--- config.mk ---
export PLATFORM = sky130hd
export DESIGN_NAME = assa_top
export DESIGN_NICKNAME = d
export VERILOG_FILES = /design/src/inc/assa_pkg.sv /design/src/rtl/assa_top.sv
export SDC_FILE = /design/constraint.sdc
export NUM_CORES = 2
export LEC_CHECK = 0
export BUFFER_PORTS_ARGS = -buffer_cell sky130_fd_sc_hd__buf_2
export CORE_MARGIN = 2
export CORE_UTILIZATION = 40
export DETAILED_ROUTE_END_ITERATION = 16
export GPL_TIMING_DRIVEN = 1
export SYNTH_ARGS = -nofsm -noshare
export SYNTH_HDL_FRONTEND = slang
export SYNTH_SLANG_ARGS = --single-unit
export TNS_END_PERCENT = 10
--- constraint.sdc ---
create_clock -name clk_in -period 8.3 [get_ports clk_in]
set_clock_uncertainty 0.1 [all_clocks]
set_input_delay 0 -clock clk_in [delete_from_list [all_inputs] [get_ports clk_in]]
set_output_delay 0 -clock clk_in [all_outputs]
set_load 0.02 [all_outputs]
--- src/inc/assa_pkg.sv ---
package assa_pkg;
  // ***************************************************
  // Register map (byte addresses, one word each)
  // ***************************************************
  localparam logic [7:0] CFG_OFS = 8'h00;
  localparam logic [7:0] SWT_OFS = 8'h04;
  localparam logic [7:0] STAT_OFS = 8'h08;
  localparam logic [7:0] QUEUE_OFS = 8'h0c;
  localparam logic [7:0] SLOT_BASE_OFS = 8'h20;
  // ***************************************************
  // Field positions and values
  // ***************************************************
  localparam int CFG_ENABLE_BIT = 0;
  localparam int CFG_POL_BIT = 1;
  localparam int CFG_REPEAT_BIT = 2;
  localparam int CFG_TRIG_LSB = 4;
  localparam int CFG_REF_EXT_BIT = 8;
  localparam int CFG_REF_LOW_BIT = 9;
  localparam int SLOT_EN_BIT = 0;
  localparam int SLOT_WCMP_BIT = 1;
  localparam int SLOT_PREC_LSB = 8;
  localparam int SLOT_CHAN_LSB = 16;
  localparam int SLOT_ACC_LSB = 24;
  localparam int QUEUE_CNT_LSB = 20;
  localparam int QUEUE_SLOT_LSB = 28;
  localparam logic [7:0] SWT_KEY = 8'h37;
  localparam logic [31:0] CFG_RESET = 32'h0000_0000;
  localparam logic [31:0] SLOT_RESET = 32'h0000_0000;
  localparam logic [4:0] QUEUE_DEPTH = 5'h10;
  localparam logic [4:0] QUEUE_THREE_QUARTER = 5'h0c;
  localparam logic [4:0] QUEUE_HALF = 5'h08;
  localparam int SAMPLE_BITS = 14;
  localparam int ACC_BITS = 21;
  localparam int RESULT_BITS = 20;
  // Trigger source codes
  localparam logic [2:0] TRIG_VCOMP = 3'h4;
  localparam logic [2:0] TRIG_FIRMWARE = 3'h7;
  typedef enum logic [1:0] {
    ASSA_IDLE = 2'b00,
    ASSA_PICK = 2'b01,
    ASSA_CONV = 2'b10
  } assa_state_e;
endpackage : assa_pkg

--- src/rtl/assa_top.sv ---
// The placing of the registers and the Avalon-MM register port are this design's own decisions.
`timescale 1ns/10ps
module assa_top #(
  parameter int NUM_SLOTS = 8,
  parameter int QUEUE_ENTRIES = 16
) (
  input wire logic clk_in, // Core clock, 100 MHz
  input wire logic rst_b_in, // Asynchronous reset, active low
  input wire logic [7:0] avs_address_in, // Byte address
  input wire logic avs_read_in, // Read strobe
  input wire logic avs_write_in, // Write strobe
  input wire logic [31:0] avs_writedata_in, // Write data
  input wire logic [3:0] avs_byteenable_in, // Byte lanes
  output logic [31:0] avs_readdata_out, // Read data
  output logic avs_waitrequest_out, // Stall
  input wire logic [3:0] pin_trigger_in, // pin_trigger_zero..three
  input wire logic vcomp_trigger_in, // Voltage comparator trigger
  input wire logic timer3_tick_in, // Repeat tick from timer three
  output logic conv_start_out, // Start one conversion
  output logic [3:0] conv_channel_out, // Analog mux select
  output logic [1:0] conv_precision_out, // 0:14 1:12 2:10 3:8 bit
  output logic conv_ref_external_out, // Reference source external
  output logic conv_ref_low_out, // Reference at 1.5V level
  input wire logic conv_done_in, // Sample valid pulse
  input wire logic [13:0] conv_data_in, // Sample, right aligned
  output logic conv_complete_out, // Result written pulse
  output logic scan_busy_out // Scan in progress
);
  // ***************************************************
  // Registers and bus
  // ***************************************************
  logic [31:0] cfg_reg;
  logic [31:0] slot_cfg_reg [NUM_SLOTS];
  logic [20:0] acc_reg [NUM_SLOTS];
  logic [7:0] acc_cnt_reg [NUM_SLOTS];
  logic [27:0] queue_reg [QUEUE_ENTRIES];
  logic [3:0] rd_ptr_reg;
  logic [3:0] wr_ptr_reg;
  logic [4:0] count_reg;
  logic queue_three_quarter_flag_reg;
  logic queue_half_flag_reg;
  logic ack_reg;
  logic [31:0] avs_readdata_reg;
  logic sw_trig;
  logic pop;
  logic push;
  logic wr_acc;
  logic rd_acc;

  // Every access takes one wait cycle, answered on the second edge
  assign avs_waitrequest_out = (avs_read_in | avs_write_in) & ~ack_reg;
  assign wr_acc = avs_write_in & ~avs_waitrequest_out;
  // Read data loads in the wait cycle so it stands when waitrequest drops
  assign rd_acc = avs_read_in & ~ack_reg;
  assign avs_readdata_out = avs_readdata_reg;

  // Byte-lane merge for register writes
  function automatic logic [31:0] lane_merge(input logic [31:0] old_v, input logic [31:0] new_v,
                                             input logic [3:0] be);
    logic [31:0] r;
    r = old_v;
    for (int i = 0; i < 4; i++) begin
      if (be[i]) begin
        r[i*8 +: 8] = new_v[i*8 +: 8];
      end
    end
    return r;
  endfunction : lane_merge

  always_ff @(posedge clk_in or negedge rst_b_in) begin
    if (!rst_b_in) begin
      ack_reg <= 1'b0;
    end else begin
      ack_reg <= (avs_read_in | avs_write_in) & ~ack_reg;
    end
  end

  // Configuration register
  always_ff @(posedge clk_in or negedge rst_b_in) begin
    if (!rst_b_in) begin
      cfg_reg <= assa_pkg::CFG_RESET;
    end else if (wr_acc && avs_address_in == assa_pkg::CFG_OFS) begin
      cfg_reg <= lane_merge(cfg_reg, avs_writedata_in, avs_byteenable_in);
    end
  end

  // Per-slot configuration, each slot independent
  genvar gs;
  generate
    for (gs = 0; gs < NUM_SLOTS; gs++) begin : g_slot_cfg
      always_ff @(posedge clk_in or negedge rst_b_in) begin
        if (!rst_b_in) begin
          slot_cfg_reg[gs] <= assa_pkg::SLOT_RESET;
        end else if (wr_acc && avs_address_in ==
                     assa_pkg::SLOT_BASE_OFS + 8'(gs * 4)) begin
          slot_cfg_reg[gs] <= lane_merge(slot_cfg_reg[gs], avs_writedata_in,
                                         avs_byteenable_in);
        end
      end
    end
  endgenerate

  // Firmware trigger key and queue pop, both write side effects
  assign sw_trig = wr_acc && avs_address_in == assa_pkg::SWT_OFS &&
                   avs_writedata_in[7:0] == assa_pkg::SWT_KEY;
  assign pop = wr_acc && avs_address_in == assa_pkg::QUEUE_OFS &&
               count_reg != 5'h00;

  // Read mux; reading the queue has no side effect, unmapped reads zero
  always_ff @(posedge clk_in or negedge rst_b_in) begin
    if (!rst_b_in) begin
      avs_readdata_reg <= 32'h0000_0000;
    end else if (rd_acc) begin
      avs_readdata_reg <= 32'h0000_0000;
      if (avs_address_in == assa_pkg::CFG_OFS) begin
        avs_readdata_reg <= cfg_reg;
      end else if (avs_address_in == assa_pkg::STAT_OFS) begin
        avs_readdata_reg <= {27'h0, count_reg == assa_pkg::QUEUE_DEPTH, scan_busy_out,
                             queue_three_quarter_flag_reg, queue_half_flag_reg, 1'b0};
      end else if (avs_address_in == assa_pkg::QUEUE_OFS) begin
        avs_readdata_reg <= {1'b0, queue_reg[rd_ptr_reg][27:20], 3'h0,
                             queue_reg[rd_ptr_reg][19:0]};
        avs_readdata_reg[assa_pkg::QUEUE_CNT_LSB +: 8] <= {3'h0, count_reg};
        avs_readdata_reg[assa_pkg::QUEUE_SLOT_LSB +: 3] <= queue_reg[rd_ptr_reg][22:20];
      end else if (avs_address_in >= assa_pkg::SLOT_BASE_OFS &&
                   avs_address_in < assa_pkg::SLOT_BASE_OFS + 8'(NUM_SLOTS * 4)) begin
        avs_readdata_reg <= slot_cfg_reg[3'(avs_address_in[4:2])];
      end
    end
  end

  // ***************************************************
  // Trigger qualification
  // ***************************************************
  logic [4:0] trig_s1_reg;
  logic [4:0] trig_s2_reg;
  logic [4:0] trig_s3_reg;
  logic [4:0] trig_lvl_reg;
  logic [2:0] trig_sel;
  logic sel_level;
  logic hw_trig;
  logic repeat_armed_reg;
  logic scan_req;

  // Three-stage sync; a change counts once stages two and three agree
  always_ff @(posedge clk_in or negedge rst_b_in) begin
    if (!rst_b_in) begin
      trig_s1_reg <= 5'h00;
      trig_s2_reg <= 5'h00;
      trig_s3_reg <= 5'h00;
      trig_lvl_reg <= 5'h00;
    end else begin
      trig_s1_reg <= {vcomp_trigger_in, pin_trigger_in};
      trig_s2_reg <= trig_s1_reg;
      trig_s3_reg <= trig_s2_reg;
      for (int i = 0; i < 5; i++) begin
        if (trig_s2_reg[i] == trig_s3_reg[i]) begin
          trig_lvl_reg[i] <= trig_s3_reg[i];
        end
      end
    end
  end

  assign trig_sel = cfg_reg[assa_pkg::CFG_TRIG_LSB +: 3];

  // Source decode; reserved and firmware codes select no pin
  always_comb begin
    sel_level = 1'b0;
    if (trig_sel <= 3'h3) begin
      sel_level = trig_lvl_reg[trig_sel[1:0]];
    end else if (trig_sel == assa_pkg::TRIG_VCOMP) begin
      sel_level = trig_lvl_reg[4];
    end
  end

  // Edge detect on the settled level; polarity picks falling vs rising
  logic sel_level_d_reg;
  always_ff @(posedge clk_in or negedge rst_b_in) begin
    if (!rst_b_in) begin
      sel_level_d_reg <= 1'b0;
    end else begin
      sel_level_d_reg <= sel_level;
    end
  end
  assign hw_trig = (trig_sel != assa_pkg::TRIG_FIRMWARE) &&
                   (cfg_reg[assa_pkg::CFG_POL_BIT] ? (sel_level_d_reg & ~sel_level)
                                                  : (sel_level & ~sel_level_d_reg));

  // Repeat mode arms on a firmware trigger, then follows timer three
  always_ff @(posedge clk_in or negedge rst_b_in) begin
    if (!rst_b_in) begin
      repeat_armed_reg <= 1'b0;
    end else if (!cfg_reg[assa_pkg::CFG_REPEAT_BIT] || !cfg_reg[assa_pkg::CFG_ENABLE_BIT]) begin
      repeat_armed_reg <= 1'b0;
    end else if (sw_trig) begin
      repeat_armed_reg <= 1'b1;
    end
  end

  assign scan_req = cfg_reg[assa_pkg::CFG_ENABLE_BIT] &&
                    (sw_trig || hw_trig || (repeat_armed_reg && timer3_tick_in));

  // ***************************************************
  // Mode controller
  // ***************************************************
  assa_pkg::assa_state_e state_reg;
  logic [2:0] slot_idx_reg;
  logic pend_reg;
  logic [31:0] cur_cfg;
  logic last_sample;
  logic [20:0] acc_sum;
  logic [19:0] scaled;
  logic [2:0] acc_exp;
  logic held_reg;
  logic [13:0] held_data_reg;
  logic sample_valid;
  logic [13:0] sample_now;

  // A final sample refused by a full queue is parked, not lost
  assign sample_valid = conv_done_in | held_reg;
  assign sample_now = held_reg ? held_data_reg : conv_data_in;
  assign cur_cfg = slot_cfg_reg[slot_idx_reg];
  assign acc_exp = cur_cfg[assa_pkg::SLOT_ACC_LSB +: 3];
  assign acc_sum = acc_reg[slot_idx_reg] + 21'(sample_now);
  assign last_sample = (acc_cnt_reg[slot_idx_reg] + 8'h01) == (8'h01 << acc_exp);
  assign scan_busy_out = state_reg != assa_pkg::ASSA_IDLE;
  assign conv_channel_out = cur_cfg[assa_pkg::SLOT_CHAN_LSB +: 4];
  assign conv_precision_out = cur_cfg[assa_pkg::SLOT_PREC_LSB +: 2];
  assign conv_ref_external_out = cfg_reg[assa_pkg::CFG_REF_EXT_BIT];
  assign conv_ref_low_out = cfg_reg[assa_pkg::CFG_REF_LOW_BIT];

  // Scale to 14.6: shift by 6 minus exponent; 128 drops the lsb
  always_comb begin
    if (acc_exp == 3'h7) begin
      scaled = acc_sum[20:1];
    end else begin
      scaled = 20'(acc_sum << (3'h6 - acc_exp));
    end
  end

  // Result only written when the queue has room; otherwise it waits
  assign push = state_reg == assa_pkg::ASSA_CONV && sample_valid && last_sample &&
                count_reg != assa_pkg::QUEUE_DEPTH;

  // Parked sample waits for room; the converter answers only once per start
  always_ff @(posedge clk_in or negedge rst_b_in) begin
    if (!rst_b_in) begin
      held_reg <= 1'b0;
      held_data_reg <= 14'h0000;
    end else if (push) begin
      held_reg <= 1'b0;
    end else if (state_reg == assa_pkg::ASSA_CONV && conv_done_in && last_sample) begin
      held_reg <= 1'b1;
      held_data_reg <= conv_data_in;
    end
  end

  // A trigger during a scan is kept and serviced when it ends
  always_ff @(posedge clk_in or negedge rst_b_in) begin
    if (!rst_b_in) begin
      state_reg <= assa_pkg::ASSA_IDLE;
      slot_idx_reg <= 3'h0;
      pend_reg <= 1'b0;
      conv_start_out <= 1'b0;
    end else begin
      conv_start_out <= 1'b0;
      if (scan_req && state_reg != assa_pkg::ASSA_IDLE) begin
        pend_reg <= 1'b1;
      end
      case (state_reg)
        assa_pkg::ASSA_IDLE: begin
          if (scan_req || pend_reg) begin
            pend_reg <= 1'b0;
            slot_idx_reg <= 3'h0;
            state_reg <= assa_pkg::ASSA_PICK;
          end
        end
        assa_pkg::ASSA_PICK: begin
          if (cur_cfg[assa_pkg::SLOT_EN_BIT]) begin
            conv_start_out <= 1'b1;
            state_reg <= assa_pkg::ASSA_CONV;
          end else if (slot_idx_reg == 3'(NUM_SLOTS - 1)) begin
            state_reg <= assa_pkg::ASSA_IDLE;
          end else begin
            slot_idx_reg <= slot_idx_reg + 3'h1;
          end
        end
        assa_pkg::ASSA_CONV: begin
          // A full queue stalls the final sample until space appears
          if (sample_valid && (!last_sample || push)) begin
            if (slot_idx_reg == 3'(NUM_SLOTS - 1)) begin
              state_reg <= assa_pkg::ASSA_IDLE;
            end else begin
              slot_idx_reg <= slot_idx_reg + 3'h1;
              state_reg <= assa_pkg::ASSA_PICK;
            end
          end
        end
        default: state_reg <= assa_pkg::ASSA_IDLE;
      endcase
    end
  end

  // Accumulators and sample counts, one set per slot
  generate
    for (gs = 0; gs < NUM_SLOTS; gs++) begin : g_acc
      always_ff @(posedge clk_in or negedge rst_b_in) begin
        if (!rst_b_in) begin
          acc_reg[gs] <= 21'h000000;
          acc_cnt_reg[gs] <= 8'h00;
        end else if (!cfg_reg[assa_pkg::CFG_ENABLE_BIT]) begin
          acc_reg[gs] <= 21'h000000;
          acc_cnt_reg[gs] <= 8'h00;
        end else if (state_reg == assa_pkg::ASSA_CONV && sample_valid &&
                     slot_idx_reg == 3'(gs)) begin
          if (!last_sample) begin
            acc_reg[gs] <= acc_sum;
            acc_cnt_reg[gs] <= acc_cnt_reg[gs] + 8'h01;
          end else if (push) begin
            acc_reg[gs] <= 21'h000000;
            acc_cnt_reg[gs] <= 8'h00;
          end
        end
      end
    end
  endgenerate

  // ***************************************************
  // Result queue
  // ***************************************************
  always_ff @(posedge clk_in or negedge rst_b_in) begin
    if (!rst_b_in) begin
      for (int i = 0; i < QUEUE_ENTRIES; i++) begin
        queue_reg[i] <= 28'h0000000;
      end
    end else if (push) begin
      queue_reg[wr_ptr_reg] <= {5'h00, slot_idx_reg, scaled};
    end
  end

  // Pointers and live count; disabling the block empties the queue
  always_ff @(posedge clk_in or negedge rst_b_in) begin
    if (!rst_b_in) begin
      rd_ptr_reg <= 4'h0;
      wr_ptr_reg <= 4'h0;
      count_reg <= 5'h00;
      conv_complete_out <= 1'b0;
    end else if (!cfg_reg[assa_pkg::CFG_ENABLE_BIT]) begin
      rd_ptr_reg <= 4'h0;
      wr_ptr_reg <= 4'h0;
      count_reg <= 5'h00;
      conv_complete_out <= 1'b0;
    end else begin
      conv_complete_out <= push;
      if (push) begin
        wr_ptr_reg <= wr_ptr_reg + 4'h1;
      end
      if (pop) begin
        rd_ptr_reg <= rd_ptr_reg + 4'h1;
      end
      count_reg <= count_reg + {4'h0, push} - {4'h0, pop};
    end
  end

  // Fill flags; set wins over a same-cycle clear by a status write
  logic [4:0] count_after;
  logic stat_clr;
  assign count_after = count_reg + 5'h01 - {4'h0, pop};
  assign stat_clr = wr_acc && avs_address_in == assa_pkg::STAT_OFS;
  always_ff @(posedge clk_in or negedge rst_b_in) begin
    if (!rst_b_in) begin
      queue_three_quarter_flag_reg <= 1'b0;
      queue_half_flag_reg <= 1'b0;
    end else begin
      if (push && count_after == assa_pkg::QUEUE_THREE_QUARTER) begin
        queue_three_quarter_flag_reg <= 1'b1;
      end else if (stat_clr && avs_writedata_in[2]) begin
        queue_three_quarter_flag_reg <= 1'b0;
      end
      if (push && count_after == assa_pkg::QUEUE_HALF) begin
        queue_half_flag_reg <= 1'b1;
      end else if (stat_clr && avs_writedata_in[1]) begin
        queue_half_flag_reg <= 1'b0;
      end
    end
  end
endmodule : assa_top

Word-level counts from Yosys, hierarchy flattened
Cells that the tools add are included. W data, S select, Z words.

Input port bits: 69. Word-level logic and storage cells: 391. Flip-flop bits (word level): 1061.

Muxes and demuxes: 102. $add $sub $neg: 18. Reduce and logical (&&, ||, !) cells: 103. Equal/unequal tests: 49. Shift-type cells: 2. Magnitude comparators: 9. Bitwise logic cells: 16.

Operators by type and width (number): $bwmux W448 (1); $mux W21 (20); $mux W8 (27); $bmux W32 S3 (2); $mux W32 (6); $bmux W28 S4 (1); $demux W28 S4 (1); $reduce_and A2 Y1 (45); $add A8 B1 Y8 const B (9); $eq A8 B6 Y1 const B (9); $bmux W21 S3 (1); $mux W27 (2); $mux W23 (2); $logic_and A1 B1 Y1 (38); $mux W28 (1); $bmux W8 S3 (1); $ne A2 B1 Y1 const B (11); $add A21 B14 Y21 (1); $shl A21 B3 Y20 (1); $mux W20 (1); $mux W1 (19); $eq A3 B3 Y1 const B (6); $eq A8 B4 Y1 const B (2); $mux W4 (4); other kinds (48) (88).

Longest topological paths before layout
Word-level depth: 14. Depth in mapped cells: 30. Gate-level depth less buffers: 23.

Worst setup path before layout
No wires, ideal clock.

Kind: reg-to-reg. Start: register slot_idx_reg[0]. End: register queue_reg[180] (netlist bit). Period minus slack after synthesis: 5924 ps. Path slack: 2376 ps. Stages on the path, launching flop included: 24. Library setup time: 125 ps. Arrival: 5699 ps. Path buffers: 8. Cells stage by stage: dfrtp_1 -> buf_6 -> buf_6 -> buf_6 -> buf_2 -> clkbuf_1 -> buf_1 -> mux4_2 -> nand2_1 -> nand2_1 -> ha_1 -> inv_1 -> fa_1 -> nor2b_1 -> o2111a_1 -> o21a_1 -> o41ai_1 -> xnor2_1 -> clkbuf_1 -> mux2_2 -> a21o_1 -> a21o_1 -> clkbuf_1 -> mux2_2.

Word-level cells in the longest chain between the ends: 8. Elaborated cells on any way between the ends: 21. Those cells by class: add/sub: 3; eq/ne: 2; shift: 2; mux: 11; bitwise: 1; reduce/logical: 2.

RTL lines: from (decl) (RTL line assa_top.sv:207) `logic [2:0] slot_idx_reg;`; from (signal assigned) (RTL line assa_top.sv:285) `slot_idx_reg <= slot_idx_reg + 3'h1;`; from (signal assigned) (RTL line assa_top.sv:294) `slot_idx_reg <= slot_idx_reg + 3'h1;`; $not A3 Y4 (implied by the code) (*) (RTL line assa_top.sv:222, assa_top.sv:224, assa_top.sv:225); $bmux W21 S3 (tied with other cells) (RTL line assa_top.sv:224) `assign acc_sum = acc_reg[slot_idx_reg] + 21'(sample_now);`; $mux W21 (implied by the code) (tied with other cells) (2 in series) (RTL line assa_top.sv:224); $add A21 B14 Y21 (tied with other cells) (RTL line assa_top.sv:224); $shl A21 B3 Y20 / $eq A8 B8 Y1 (equally long branches) (RTL line assa_top.sv:237, assa_top.sv:225); $mux W20 / $logic_and A1 B1 Y1 (equally long branches) (RTL line assa_top.sv:234, assa_top.sv:242); $bwmux W448 / $logic_and A1 B1 Y1 (equally long branches) (RTL line assa_top.sv:337, assa_top.sv:242); to (signal, indexed assignment) (RTL line assa_top.sv:337) `queue_reg[wr_ptr_reg] <= {5'h00, slot_idx_reg, scaled};`; to (decl) (RTL line assa_top.sv:36) `logic [27:0] queue_reg [QUEUE_ENTRIES];`.

Mark *: on every way between the ends. The rest lies on a longest branch, timed or not. The select of a mux whose other input is x is not followed. A chain may end at the register's enable or synchronous reset.

Final worst setup path
Start: register slot_idx_reg[1]. End: register count_reg[4].

Word-level cells in the longest chain between the ends: 11. Elaborated cells on any way between the ends: 15. Those cells by class: add/sub: 3; eq/ne: 1; shift: 1; mux: 7; bitwise: 1; reduce/logical: 2.

RTL lines: $not A3 Y4 (implied by the code) (*) (RTL line assa_top.sv:222, assa_top.sv:225); $bmux W8 S3 / $bmux W32 S3 (equally long branches) (RTL line assa_top.sv:225, assa_top.sv:222); $mux W8 (implied by the code) / $mux W27 (equally long branches) (2 in series) (RTL line assa_top.sv:225, assa_top.sv:222); $add A8 B1 Y8 / $shl A1 B3 Y8 (equally long branches) (RTL line assa_top.sv:225) `assign last_sample = (acc_cnt_reg[slot_idx_reg] + 8'h01) == (8'h01 << acc_exp);`; $eq A8 B8 Y1 (*) (RTL line assa_top.sv:225); $logic_and A1 B1 Y1 (*) (2 in series) (RTL line assa_top.sv:242) `assign push = state_reg == assa_pkg::ASSA_CONV && sample_valid && last_sample &&`; $add A5 B1 Y5 (*) (RTL line assa_top.sv:361) `count_reg <= count_reg + {4'h0, push} - {4'h0, pop};`; $sub A5 B1 Y5 (*) (RTL line assa_top.sv:361); $mux W5 (*) (RTL line assa_top.sv:348) `end else if (!cfg_reg[assa_pkg::CFG_ENABLE_BIT]) begin`; to (signal assigned) (RTL line assa_top.sv:361); to (decl) (RTL line assa_top.sv:39) `logic [4:0] count_reg;`.

Marks and branches as above.

==> report_table.html <==
<table>
<tr><th>Metric</th><th>Value</th></tr>
<tr><th colspan="2">Timing</th></tr>
<tr><td>Slew at the pin with the worst max-slew slack</td><td>1230 ps</td></tr>
<tr><td>Fin. max-slew vios</td><td>0</td></tr>
<tr><td>Total negative slack</td><td>0 ps</td></tr>
<tr><td>Highest achievable clock rate</td><td>156 MHz</td></tr>
<tr><td>Final hold violation count</td><td>0</td></tr>
<tr><td>Worst hold-check slack</td><td>56.3 ps</td></tr>
<tr><td>Minimum period implied by the final worst setup slack</td><td>6420 ps</td></tr>
<tr><td>Final clock period utilization by the worst path</td><td>77.4%</td></tr>
<tr><td>Slew HR</td><td>17.4%</td></tr>
<tr><td>Final Setup Violations</td><td>0</td></tr>
<tr><td>Unrepaired setup endpoints after global routing</td><td>false</td></tr>
<tr><th colspan="2">CTS</th></tr>
<tr><td>Clock tree from TritonCTS</td><td>yes</td></tr>
<tr><td>Number of instances resized during post-cts repair</td><td>0</td></tr>
<tr><td>Sinks on the clock net</td><td>981</td></tr>
<tr><td>Max Buffers Root-to-Sink</td><td>3</td></tr>
<tr><td>H-Tree Depth</td><td>3</td></tr>
<tr><td>Worst-skew pair later-pin latency</td><td>720 ps</td></tr>
<tr><td>CTS buffer count</td><td>106</td></tr>
<tr><td>Register clock-pin slew on the reported worst setup and hold paths</td><td>60 ps</td></tr>
<tr><td>CTS root buffer</td><td>clkbuf_16</td></tr>
<tr><th colspan="2">Finish</th></tr>
<tr><td>Ratio of cells with drive above 1 in the final layout</td><td>33.4%</td></tr>
<tr><td>N_diodes</td><td>0</td></tr>
<tr><td>Synth-to-layout area growth</td><td>14.3%</td></tr>
<tr><td>Number of nets in the finished design</td><td>3834</td></tr>
<tr><td>Non-filler cells, final</td><td>5397</td></tr>
<tr><td>Flip-flop count of the largest register, all copies and words added</td><td>368</td></tr>
<tr><th colspan="2">Run</th></tr>
<tr><td>Max-Cap Viols</td><td>0</td></tr>
<tr><th colspan="2">Power</th></tr>
<tr><td>Leakage power</td><td>25.1 nW</td></tr>
<tr><td>Max rail drop VDD</td><td>0.208 mV</td></tr>
<tr><td>PwrDens</td><td>219 mW/mm^2</td></tr>
<tr><td>Total power draw</td><td>12.0 mW</td></tr>
<tr><th colspan="2">Die</th></tr>
<tr><td>Die X-Extent</td><td>350 um</td></tr>
<tr><td>Initial cell density of the core</td><td>40.4%</td></tr>
<tr><td>Overall die height</td><td>350 um</td></tr>
<tr><td>Total Die Area</td><td>0.122 sq mm</td></tr>
<tr><td>Number of rows in the core area</td><td>126</td></tr>
<tr><td>I/O pin count</td><td>113</td></tr>
<tr><td>Core box area</td><td>0.118 sq mm</td></tr>
<tr><th colspan="2">Outcome</th></tr>
<tr><td>Result of the run</td><td>finished clean</td></tr>
<tr><th colspan="2">Global route</th></tr>
<tr><td>Global route total overflow</td><td>0</td></tr>
<tr><td>Maximum number of pins on one net before global-route repair</td><td>176</td></tr>
<tr><td>Global-route wire length before repair</td><td>204 mm</td></tr>
<tr><td>Total global routing track utilization</td><td>21.8%</td></tr>
<tr><td>Via count of the first global-routing pass</td><td>31800</td></tr>
<tr><td>Antenna violations before repair</td><td>4</td></tr>
<tr><th colspan="2">Placed design</th></tr>
<tr><td>Count of port buffers added during placement</td><td>112</td></tr>
<tr><td>Routability congestion estimate</td><td>0.865</td></tr>
<tr><td>Total placed cells including tap cells</td><td>5090</td></tr>
<tr><td>Post-DP HPWL</td><td>82.0 mm</td></tr>
<tr><th colspan="2">Route</th></tr>
<tr><td>Total via count in the routed design</td><td>31400</td></tr>
<tr><td>Count of antenna-violating nets left after detailed routing</td><td>0</td></tr>
<tr><td>Number of design rule violations left after detail routing</td><td>0</td></tr>
<tr><td>Final WL</td><td>132 mm</td></tr>
<tr><td>1st-iter DRT viols</td><td>2749</td></tr>
<tr><td>Drt wl/cell</td><td>24.5 um</td></tr>
<tr><td>Vias per cell</td><td>5.81</td></tr>
<tr><td>TritonRoute pass-1 iters</td><td>5</td></tr>
<tr><th colspan="2">Logic synthesis</th></tr>
<tr><td>Mapped Cells</td><td>3576</td></tr>
<tr><td>Largest cells by area after synthesis</td><td>dfrtp_1 (51%), mux2_2 (14%), mux4_2 (13%)</td></tr>
<tr><td>Number of synthesis warnings</td><td>0</td></tr>
<tr><td>Most used flip-flop cell after synthesis</td><td>dfrtp_1</td></tr>
<tr><td>Mean cell area of the mapped netlist</td><td>13.4 sq um</td></tr>
<tr><td>Combined area of all synthesized cells</td><td>0.0479 sq mm</td></tr>
<tr><td>Biggest area consumer among synthesized cells</td><td>dfrtp_1</td></tr>
<tr><td>Share of flip-flops with an asynchronous set or reset</td><td>100%</td></tr>
<tr><td>Part of the Yosys area used for sequential elements</td><td>51.3%</td></tr>
<tr><td>Synthesized netlist net count</td><td>3701</td></tr>
<tr><td>Yosys top cell area share</td><td>51.3%</td></tr>
<tr><td>Number of synthesized register bits</td><td>981</td></tr>
<tr><td>Unique masters post-synth</td><td>83</td></tr>
<tr><td>Top cells by count, synth</td><td>dfrtp_1 (981), mux2_2 (598), nand2_1 (283)</td></tr>
<tr><td>Most used standard cell by instance count after synthesis</td><td>dfrtp_1</td></tr>
<tr><td>Post-synth EDFFs</td><td>0</td></tr>
<tr><th colspan="2">Worst setup path</th></tr>
<tr><td>WP data arrival</td><td>6870 ps</td></tr>
<tr><td>Required @ worst endpoint</td><td>8740 ps</td></tr>
<tr><td>Critical path endpoint category</td><td>flop</td></tr>
<tr><td>Reg2Reg Setup Slack</td><td>1880 ps</td></tr>
<tr><td>WS Path Type</td><td>reg2reg</td></tr>
<tr><td>Terminus of the critical flop-to-flop path</td><td>count_reg[4]$_DFF_PN0_</td></tr>
<tr><td>Peak fanout along the critical path</td><td>46</td></tr>
<tr><td>Startpoint type of the worst setup path</td><td>flop</td></tr>
<tr><td>Logic depth of the worst register-to-register path</td><td>23</td></tr>
<tr><td>Startpoint of the worst-slack reg-to-reg timing path</td><td>slot_idx_reg[1]$_DFFE_PN0P_</td></tr>
<tr><th colspan="2">Min path</th></tr>
<tr><td>Number of cells traversed by the worst hold path</td><td>3</td></tr>
<tr><td>Min-Delay Path Class</td><td>in2reg</td></tr>
<tr><td>Capture endpoint of the worst hold path</td><td>slot_cfg_reg[93]$_DFFE_PN0P_</td></tr>
<tr><td>Worst Hold Launch</td><td>avs_byteenable_in[3]</td></tr>
</table>
-- where the power goes --
group	internal (mW)	total (mW)	leakage (nW)	switching, mW
clock network	2.87	4.87	1.77	2.00
logic	0.716	2.02	9.74	1.30
registers	4.90	5.09	13.6	0.192
-- cell type report --
type / instances / area (sq um)
sequential: 981 / 24600
tap: 1600 / 2000
clock buffer: 162 / 3110
inverter: 56 / 210
timing repair buffer: 289 / 2260
multi-input combinational: 2275 / 22000
clock inverter: 34 / 502
fill: 10500 / 63700
-- worst max-delay path by stage --
stage,startpoint,to,slack (ps)
global placement,slot_idx_reg[1]$_DFFE_PN0P_,count_reg[4]$_DFF_PN0_,1970
CTS,slot_idx_reg[1]$_DFFE_PN0P_,count_reg[4]$_DFF_PN0_,1900
global route,slot_idx_reg[1]$_DFFE_PN0P_,count_reg[4]$_DFF_PN0_,1400
detailed placement,slot_idx_reg[1]$_DFFE_PN0P_,count_reg[4]$_DFF_PN0_,1920
finish,slot_idx_reg[1]$_DFFE_PN0P_,count_reg[4]$_DFF_PN0_,1880
floorplan,slot_idx_reg[0]$_DFFE_PN0P_,queue_reg[180]$_DFFE_PN0P_,2380
-- metal layers --
layer | track usage, % | up-vias | routed length (um)
li1 | - | 13700 | -
met1 | 31.6 | 16600 | 60500
met2 | 34.2 | 866 | 61400
met3 | 3.30 | 198 | 6990
met4 | 6.02 | 4 | 3110
met5 | 0 | - | 27
-- repair_timing --
action	in CTS	in global routing
buffers inserted	0	0
hold buffers	111	0
hold endpoints to repair	518	0
-- cells by family after synthesis --
family,count (synthesis),share of synthesized area [%]
AND/OR/NAND/NOR,625,6.12
multiplexers,953,28.7
adder cells (fa/ha/maj),61,1.60
AO/OA/AOI/OAI,597,8.46
flip-flops,981,51.3
buffers and inverters,320,3.02
XOR/XNOR,39,0.771
-- worst max-delay path, cell delays in order (launching register included) --
cell and delay [ps]:
dfrtp_4 920, mux4_2 360, nand2_1 50, nand2_1 130
buf_4 330, clkinv_1 570, ha_1 510, a21bo_1 200
a21oi_1 190, nor3_1 120, nor4_4 330, nand4_4 390
nand2b_1 470, ha_1 410, inv_1 50, ha_1 150
inv_1 60, fa_1 420, inv_1 70, a21oi_1 60
nor2_1 110, nor2_1 60, xor2_1 120, nor2_1 60
-- cells in the final DEF (no fill, tap or decap), types with 16 or more instances in the layout --
cell,n
buf_4,63
a21o_1,31
and3_1,28
a22o_1,125
a31oi_1,19
a21oi_1,71
ha_1,54
or3_1,17
nand3_1,81
o21ai_0,198
a221oi_1,22
clkbuf_1,31
clkbuf_8,25
nand2_1,283
mux2_1,41
mux2i_1,42
mux4_2,272
inv_1,52
buf_2,109
clkinv_2,16
nor2_1,92
mux2_2,598
nor3_1,18
xnor2_1,23
clkbuf_16,106
dlygate4sd3_1,110
dfrtp_1,975
nand4_1,18
-- stage by stage --
stage,cell area [sq um],worst slack [ps],util [%]
2_1_floorplan,47900,2380,-
3_3_place_gp,49900,1970,42.2
3_5_place_dp,49900,1920,42.2
4_1_cts,54700,1900,46.2
5_1_grt,54700,1400,46.2
6_report,54700,1880,46.2
(Power assumes the default switching activity.)
